[src/rtl/gesf_cfg.svh]
`ifndef GESF_CFG_SVH
`define GESF_CFG_SVH
// register offsets on the local register port
`define GESF_OFS_OUTBYTE   3'h1
`define GESF_OFS_STATUS    3'h3
`define GESF_OFS_MASK      3'h3
`define GESF_OFS_MODE      3'h4
`define GESF_OFS_AUXMR     3'h5
`define GESF_OFS_PASS      3'h5
// flag field inside status and mask bytes
`define GESF_FLAG_LSB      2
`define GESF_FLAG_MSB      6
// flag index inside the five-bit flag vector
`define GESF_IX_ERR        0
`define GESF_IX_CLR        1
`define GESF_IX_END        2
`define GESF_IX_TRG        3
`define GESF_IX_SEC        4
// address mode and aux config bits
`define GESF_ADM_HI        1
`define GESF_ADM_LO        0
`define GESF_EOS_EN_BIT    2
// aux mode register: selector in top bits, payload below
`define GESF_AUX_SEL_MSB   7
`define GESF_AUX_SEL_LSB   5
`define GESF_AUX_PAY_MSB   4
`define GESF_AUX_PAY_LSB   0
`define GESF_AUX_SEL_CMD   3'h0
`define GESF_AUX_SEL_RA    3'h4
`define GESF_AUX_VALID     5'h0f
`define GESF_AUX_NONVALID  5'h07
// reset values
`define GESF_RST_BYTE      8'h00
`define GESF_RST_FLAGS     5'h00
`define GESF_RST_AUX       5'h00
`endif

[src/rtl/gesf_pkg.sv]
package gesf_pkg;
   // states and messages of the bus interface core, same clock
   typedef struct packed {
      logic tpas;
      logic lpas;
      logic scg;
      logic acds;
      logic dtas;
      logic lacs;
      logic eoi;
      logic dcas;
      logic sdys;
      logic sids;
      logic dac;
      logic rfd;
   } gesf_core_t;
   typedef logic [4:0] gesf_flags_t;
endpackage

[src/rtl/gesf_top.sv]
`timescale 1ns/1ns
`include "gesf_cfg.svh"
module gesf_top
   import gesf_pkg::*;
(
   input  wire logic       clk,
   input  wire logic       rst_n,
   input  wire gesf_core_t core,
   input  wire logic [2:0] reg_addr,
   input  wire logic       reg_wr,
   input  wire logic       reg_rd,
   input  wire logic [7:0] reg_wdata,
   input  wire logic [7:0] din_byte,
   input  wire logic [7:0] eos_byte,
   input  wire logic [7:0] cmd_byte,
   output logic      [7:0] reg_rdata,
   output logic            dac_holdoff,
   output logic            irq
);

   // ==========================================================
   // decode
   // ==========================================================
   logic isr_rd;
   logic ptr_rd;
   logic mask_wr;
   logic mode_wr;
   logic auxcfg_wr;
   logic outbyte_wr;
   logic answer_wr;
   logic [2:0] aux_sel;
   logic [4:0] aux_pay;

   // register port strobes
   always_comb begin
      aux_sel    = reg_wdata[`GESF_AUX_SEL_MSB:`GESF_AUX_SEL_LSB];
      aux_pay    = reg_wdata[`GESF_AUX_PAY_MSB:`GESF_AUX_PAY_LSB];
      isr_rd     = reg_rd && (reg_addr == `GESF_OFS_STATUS);
      ptr_rd     = reg_rd && (reg_addr == `GESF_OFS_PASS);
      mask_wr    = reg_wr && (reg_addr == `GESF_OFS_MASK);
      mode_wr    = reg_wr && (reg_addr == `GESF_OFS_MODE);
      outbyte_wr = reg_wr && (reg_addr == `GESF_OFS_OUTBYTE);
      auxcfg_wr  = reg_wr && (reg_addr == `GESF_OFS_AUXMR)
                   && (aux_sel == `GESF_AUX_SEL_RA);
      answer_wr = reg_wr && (reg_addr == `GESF_OFS_AUXMR)
                  && (aux_sel == `GESF_AUX_SEL_CMD)
                  && ((aux_pay == `GESF_AUX_VALID)
                      || (aux_pay == `GESF_AUX_NONVALID));
   end

   // ==========================================================
   // configuration registers
   // ==========================================================
   logic [7:0]  mode_r;
   logic [7:0]  mode_nxt;
   logic [4:0]  auxcfg_r;
   logic [4:0]  auxcfg_nxt;
   gesf_flags_t mask_r;
   gesf_flags_t mask_nxt;

   // write-only config loads
   always_comb begin
      mode_nxt   = mode_wr   ? reg_wdata : mode_r;
      auxcfg_nxt = auxcfg_wr ? aux_pay   : auxcfg_r;
      mask_nxt   = mask_wr   ?
                   reg_wdata[`GESF_FLAG_MSB:`GESF_FLAG_LSB] : mask_r;
   end

   always_ff @(posedge clk) begin
      if (!rst_n) begin
         mode_r   <= `GESF_RST_BYTE;
         auxcfg_r <= `GESF_RST_AUX;
         mask_r   <= `GESF_RST_FLAGS;
      end else begin
         mode_r   <= mode_nxt;
         auxcfg_r <= auxcfg_nxt;
         mask_r   <= mask_nxt;
      end
   end

   // ==========================================================
   // event detection
   // ==========================================================
   logic        eos_match;
   gesf_flags_t ev;
   gesf_flags_t ev_prev_r;
   gesf_flags_t rise;
   logic        sdys_prev_r;

   // raw set conditions, one per flag
   always_comb begin
      eos_match = (din_byte == eos_byte);
      ev = `GESF_RST_FLAGS;
      ev[`GESF_IX_SEC] = mode_r[`GESF_ADM_HI] && mode_r[`GESF_ADM_LO]
                         && (core.tpas || core.lpas)
                         && core.scg && core.acds;
      ev[`GESF_IX_TRG] = core.dtas;
      ev[`GESF_IX_END] = core.lacs && core.acds
                         && (core.eoi || (eos_match
                         && auxcfg_r[`GESF_EOS_EN_BIT]));
      ev[`GESF_IX_CLR] = core.dcas;
      // lost outgoing byte
      ev[`GESF_IX_ERR] = (core.sdys && core.dac && core.rfd)
                         || (core.sids && outbyte_wr)
                         || (sdys_prev_r && core.sids);
      rise = ev & ~ev_prev_r; // entry into each condition
   end

   always_ff @(posedge clk) begin
      if (!rst_n) begin
         ev_prev_r   <= `GESF_RST_FLAGS;
         sdys_prev_r <= 1'b0;
      end else begin
         ev_prev_r   <= ev;
         sdys_prev_r <= core.sdys;
      end
   end

   // ==========================================================
   // status flags and handshake hold
   // ==========================================================
   gesf_flags_t flag_r;
   gesf_flags_t flag_nxt;
   gesf_flags_t pend_r;
   gesf_flags_t pend_nxt;
   logic [7:0]  ptr_r;
   logic [7:0]  ptr_nxt;
   logic        hold_r;
   logic        hold_nxt;
   logic        irq_r;
   logic        irq_nxt;
   logic [7:0]  rdata_r;
   logic [7:0]  rdata_nxt;

   // sticky flags, clear on read, deferred set during read
   always_comb begin
      if (isr_rd) begin
         flag_nxt = `GESF_RST_FLAGS;
         // earlier deferred events survive back-to-back reads
         pend_nxt = pend_r | rise;
      end else begin
         flag_nxt = flag_r | pend_r | rise;
         pend_nxt = `GESF_RST_FLAGS;
      end
      ptr_nxt  = rise[`GESF_IX_SEC] ? cmd_byte : ptr_r;
      // set beats the answering command
      if (rise[`GESF_IX_SEC]) begin
         hold_nxt = 1'b1;
      end else if (answer_wr) begin
         hold_nxt = 1'b0;
      end else begin
         hold_nxt = hold_r;
      end
      irq_nxt = |(flag_nxt & mask_nxt);
      rdata_nxt = `GESF_RST_BYTE;
      if (isr_rd) begin
         rdata_nxt[`GESF_FLAG_MSB:`GESF_FLAG_LSB] = flag_r;
      end else if (ptr_rd) begin
         rdata_nxt = ptr_r;
      end
   end

   always_ff @(posedge clk) begin
      if (!rst_n) begin
         flag_r  <= `GESF_RST_FLAGS;
         pend_r  <= `GESF_RST_FLAGS;
         ptr_r   <= `GESF_RST_BYTE;
         hold_r  <= 1'b0;
         irq_r   <= 1'b0;
         rdata_r <= `GESF_RST_BYTE;
      end else begin
         flag_r  <= flag_nxt;
         pend_r  <= pend_nxt;
         ptr_r   <= ptr_nxt;
         hold_r  <= hold_nxt;
         irq_r   <= irq_nxt;
         rdata_r <= rdata_nxt;
      end
   end

   assign reg_rdata   = rdata_r;
   assign dac_holdoff = hold_r;
   assign irq         = irq_r;

   // ==========================================================
   // assertions
   // ==========================================================
   addr_sets_flag_a: assert property (
      @(posedge clk) disable iff (!rst_n)
      rise[`GESF_IX_SEC] && !isr_rd |=> flag_r[`GESF_IX_SEC])
      else $error("address flag not set");
   mode_gates_addr_a: assert property (
      @(posedge clk) disable iff (!rst_n)
      !mode_r[`GESF_ADM_HI] || !mode_r[`GESF_ADM_LO]
      |-> !ev[`GESF_IX_SEC])
      else $error("address flag outside mode three");
   ptr_capture_a: assert property (
      @(posedge clk) disable iff (!rst_n)
      rise[`GESF_IX_SEC] |=> ptr_r == $past(cmd_byte))
      else $error("secondary byte not captured");
   hold_until_ans_a: assert property (
      @(posedge clk) disable iff (!rst_n)
      hold_r && !answer_wr |=> hold_r)
      else $error("handshake hold released early");
   hold_release_a: assert property (
      @(posedge clk) disable iff (!rst_n)
      answer_wr && !rise[`GESF_IX_SEC] |=> !hold_r)
      else $error("handshake hold not released");
   trig_sets_flag_a: assert property (
      @(posedge clk) disable iff (!rst_n)
      $rose(core.dtas) && !isr_rd |=> flag_r[`GESF_IX_TRG])
      else $error("trigger flag not set");
   end_eos_a: assert property (
      @(posedge clk) disable iff (!rst_n)
      !core.eoi && !auxcfg_r[`GESF_EOS_EN_BIT]
      |-> !ev[`GESF_IX_END])
      else $error("end flag without terminator");
   clr_sets_flag_a: assert property (
      @(posedge clk) disable iff (!rst_n)
      $rose(core.dcas) && !isr_rd |=> flag_r[`GESF_IX_CLR])
      else $error("device clear flag not set");
   fault_on_write_a: assert property (
      @(posedge clk) disable iff (!rst_n)
      core.sids && outbyte_wr && !ev_prev_r[`GESF_IX_ERR] && !isr_rd
      |=> flag_r[`GESF_IX_ERR])
      else $error("fault flag not set on write");
   read_clears_a: assert property (
      @(posedge clk) disable iff (!rst_n)
      isr_rd |=> flag_r == `GESF_RST_FLAGS)
      else $error("status read did not clear");
   pend_lands_a: assert property (
      @(posedge clk) disable iff (!rst_n)
      isr_rd ##1 !isr_rd
      |=> (flag_r & $past(pend_r)) == $past(pend_r))
      else $error("deferred events not set");
   read_defer_a: assert property (
      @(posedge clk) disable iff (!rst_n)
      isr_rd && rise[`GESF_IX_TRG] ##1 !isr_rd
      |=> flag_r[`GESF_IX_TRG])
      else $error("event during read lost");
   sticky_flag_a: assert property (
      @(posedge clk) disable iff (!rst_n)
      flag_r[`GESF_IX_CLR] && !isr_rd |=> flag_r[`GESF_IX_CLR])
      else $error("flag dropped without read");
   irq_mask_a: assert property (
      @(posedge clk) disable iff (!rst_n)
      irq_r == |(flag_r & mask_r))
      else $error("interrupt does not match mask");
endmodule

[config.mk]
export PLATFORM = sky130hd
export DESIGN_NAME = gesf_top
export DESIGN_NICKNAME = d
export VERILOG_FILES = /design/src/rtl/gesf_pkg.sv /design/src/rtl/gesf_top.sv
export VERILOG_INCLUDE_DIRS = /design/src /design/src/rtl
export SDC_FILE = /design/constraint.sdc
export NUM_CORES = 1
export LEC_CHECK = 0
export BUFFER_PORTS_ARGS = -buffer_cell sky130_fd_sc_hd__buf_2
export CORE_ASPECT_RATIO = 0.6
export CORE_MARGIN = 8
export CORE_UTILIZATION = 51
export CTS_CLUSTER_SIZE = 16
export DETAILED_ROUTE_END_ITERATION = 8
export HOLD_SLACK_MARGIN = 0.12
export MAX_ROUTING_LAYER = met4
export PLACE_DENSITY = 0.82
export SYNTH_ARGS = -nofsm -noshare
export SYNTH_HDL_FRONTEND = slang
export SYNTH_SLANG_ARGS = --single-unit
[constraint.sdc]
create_clock -name clk -period 1.9 [get_ports clk]
set_input_delay 0.095 -clock clk [delete_from_list [all_inputs] [get_ports clk]]
set_output_delay 0.095 -clock clk [all_outputs]
set_load 0.05 [all_outputs]
==> run_results.csv <==
group,metric,value,unit
grt,grt_usage,17.9,%
synth,synth_nets,211,
clocking,cts_tree,"yes",
floorplan,die-height,59.9,um
route,drt_first_pass_iters,4,
clocking,clockBufferDepth,2,
layout,area_growth,42.7,%
synth,yosys-top-cells-count,"dfxtp_1 (42), nor2_1 (33), mux2i_1 (15), and2_1 (7), xor2_1 (7)",
place,hpwl,3120,um
timing,fin_setup_tns,0,ns
critical_path,slowest_stage,"dlygate4sd3_1",
grt,antenna_found_initial,0,
timing,fin_worst_skew,0.00698,ns
timing,hold-worst-slack,0.142,ns
min_path,hold_class,"input port to register",
synth,post_synth_inst_count,160,
place,place_inst,264,
synth,yosys_warnings,0,
synth,synth_cell_type_count,35,
power_and_ir_drop,power_density,766,nW/um^2
layout,fin_cells,294,
synth,yosys.cell_count.top_type,"dfxtp_1",
clocking,numCtsBuffers,5,
synth,yosysTopAreaCell,"dfxtp_1",
route,viasPerCell,4.95,
timing,hold_viol,0,
timing,fin_crit_sh,80.0,%
layout,diodes,0,
clocking,cts.sinks,42,
place,portBuffers,60,
layout,nNetsFinal,299,
clocking,root_buffer,"clkbuf_8",
clocking,clkLatencyLatePin,0.29,ns
floorplan,fp.coreArea,3160,um^2
synth,ys.flop_type,"dfxtp_1",
synth,yosysTopAreaCellShare,51.4,%
route,drc,0,
clocking,h-tree-depth,2,
floorplan,die_w,89.1,um
critical_path,cp_max_fo,11,
place,place_congestion,0.849,
timing,timing.fmax,658,MHz
critical_path,slowest_delay,0.56,ns
synth,ys_ff_latch,42,
outcome,outcome,"complete, no violations",
critical_path,critPathCaptureType,"register",
grt,grt_pass1_vias,1551,
route,wl,4250,um
synth,synth_edf_count,0,
timing,slew_headroom,61.6,%
floorplan,io_pins,61,
critical_path,crit_type,"input port to register",
timing,worst_pin_slew,0.574,ns
place,post-place-ws,0.520,ns
grt,grt_first_pass_wirelength,7080,um
grt,grt_max_degree,14,
timing,period_needed,1.52,ns
synth,synth_area_leaders,"dfxtp_1 (51%), mux2i_1 (9.2%), nor2_1 (7.6%)",
critical_path,cp-start-kind,"input port",
route,antenna_left,0,
route,via_count,1455,
critical_path,cp.required,2.06,ns
critical_path,critPathArrivalTime,1.68,ns
flow_run,max-cap-violations,0,
critical_path,cp_cell_sequence,"dlygate4sd3_1, buf_2, nor2_2, nor3_2, buf_4, nor3_1, nand3b_1, o311ai_2",
power_and_ir_drop,p_leak,1.06,nW
synth,ys_async_sr_fraction,0,%
layout,final_layout_size_suffix_gt1_share,32.1,%
synth,syn_area_per_cell,10.2,um^2
synth,syn-cell-area,1640,um^2
timing,slew_violations,0,
route,drtIter0Drc,49,
timing,rsz0062_at_grt,"false",
power_and_ir_drop,p_total,1.79,mW
grt,grt_remaining_overflow,0,
clocking,clkTransAtPathRegs,0.07,ns
synth,synth-seq-area-share,51.4,%
floorplan,rows,16,
timing,fin_ws,0.381,ns
route,routedWlPerCell,14.4,um
timing,final-setup-viol-count,0,
power_and_ir_drop,peakVddDrop,0.000864,V
floorplan,dieArea,5340,um^2
floorplan,initial_utilization,51.7,%
registers in the layout, indices dropped and copies added (netlist names):
name and cells:
auxcfg_r 1, dac_holdoff 1, ev_prev_r 5, flag_r 5, irq 1, mask_r 5
mode_r 2, pend_r 5, ptr_r 8, reg_rdata 8, sdys_prev_r 1
stage by stage:
step	instance area, um^2	util (%)
CTS	2350	74.3
global route	2340	73.9
detailed placement	2000	63.3
finish	2340	73.9
global placement	2000	63.3
floorplan	1640	-
power by group:
part           internal, mW  switching, mW
Clock                 0.387          0.297
Combinational         0.108         0.0923
Sequential            0.896        0.00832
metal layers:
| layer | vias to the layer above | routed length (um) | global-route usage (%) |
|---|---|---|---|
| li1 | 744 | - | - |
| met1 | 664 | 1830 | 19.8 |
| met2 | 41 | 2150 | 32.2 |
| met3 | 6 | 217 | 3.84 |
| met4 | 0 | 53 | 4.23 |
| met5 | - | 0 | - |
cells in the final DEF (no fill, tap or decap), types with 2 or more instances in the layout:
cell type	n
nor4_1	2
nor3b_1	2
nand4_1	3
clkinv_2	2
dfxtp_1	42
inv_1	4
nor3_1	4
dlygate4sd3_1	22
nand2_1	3
a21oi_2	2
clkbuf_8	5
a211oi_1	3
nand3_1	2
buf_4	2
and2_1	7
a21oi_1	4
nand4b_1	2
xor2_1	7
nor2_1	32
a22o_1	5
buf_2	60
mux2i_1	15
worst paths after layout:
path / startpoint / end / cells past startpoint / slack (ns)
setup / recovery: core[11] / irq / 8 / 0.38
hold / removal: rst_n / sdys_prev_r / 2 / 0.14
setup reg to reg: ev_prev_r[0] / irq / 5 / 0.51
hold reg to reg: ptr_r[7] / reg_rdata[7] / 1 / 0.46
critical path: cells and delay by family:
family          cells  cell delay (ns)
compound gates      1             0.09
simple gates        4             0.60
buf+inv             3             0.89
final cells by class:
| class | count | area [um^2] |
|---|---|---|
| clock buffer | 5 | 68.8 |
| clock inverter | 3 | 40.0 |
| fill | 242 | 827 |
| inverter | 4 | 15.0 |
| multi-input combinational | 111 | 779 |
| sequential | 42 | 841 |
| tap | 45 | 56.3 |
| timing repair buffer | 84 | 536 |
kinds of logic (layout without fill, tap and decap cells):
group | after synthesis | after routing | synth area share, %
mux | 16 | 16 | 9.86
compound gates | 20 | 20 | 10.6
buf+inv | 7 | 96 | 1.68
simple gates | 67 | 67 | 22.2
xor+xnor | 8 | 8 | 4.28
flops | 42 | 42 | 51.4
what timing repair did:
item,CTS,global route
hold buffers,24,0
gates resized for setup,0,2
setup endpoints to repair,0,2
setup buffers,0,0
endpoints found under the hold margin,24,0
Power figures use the tool's default switching activity.
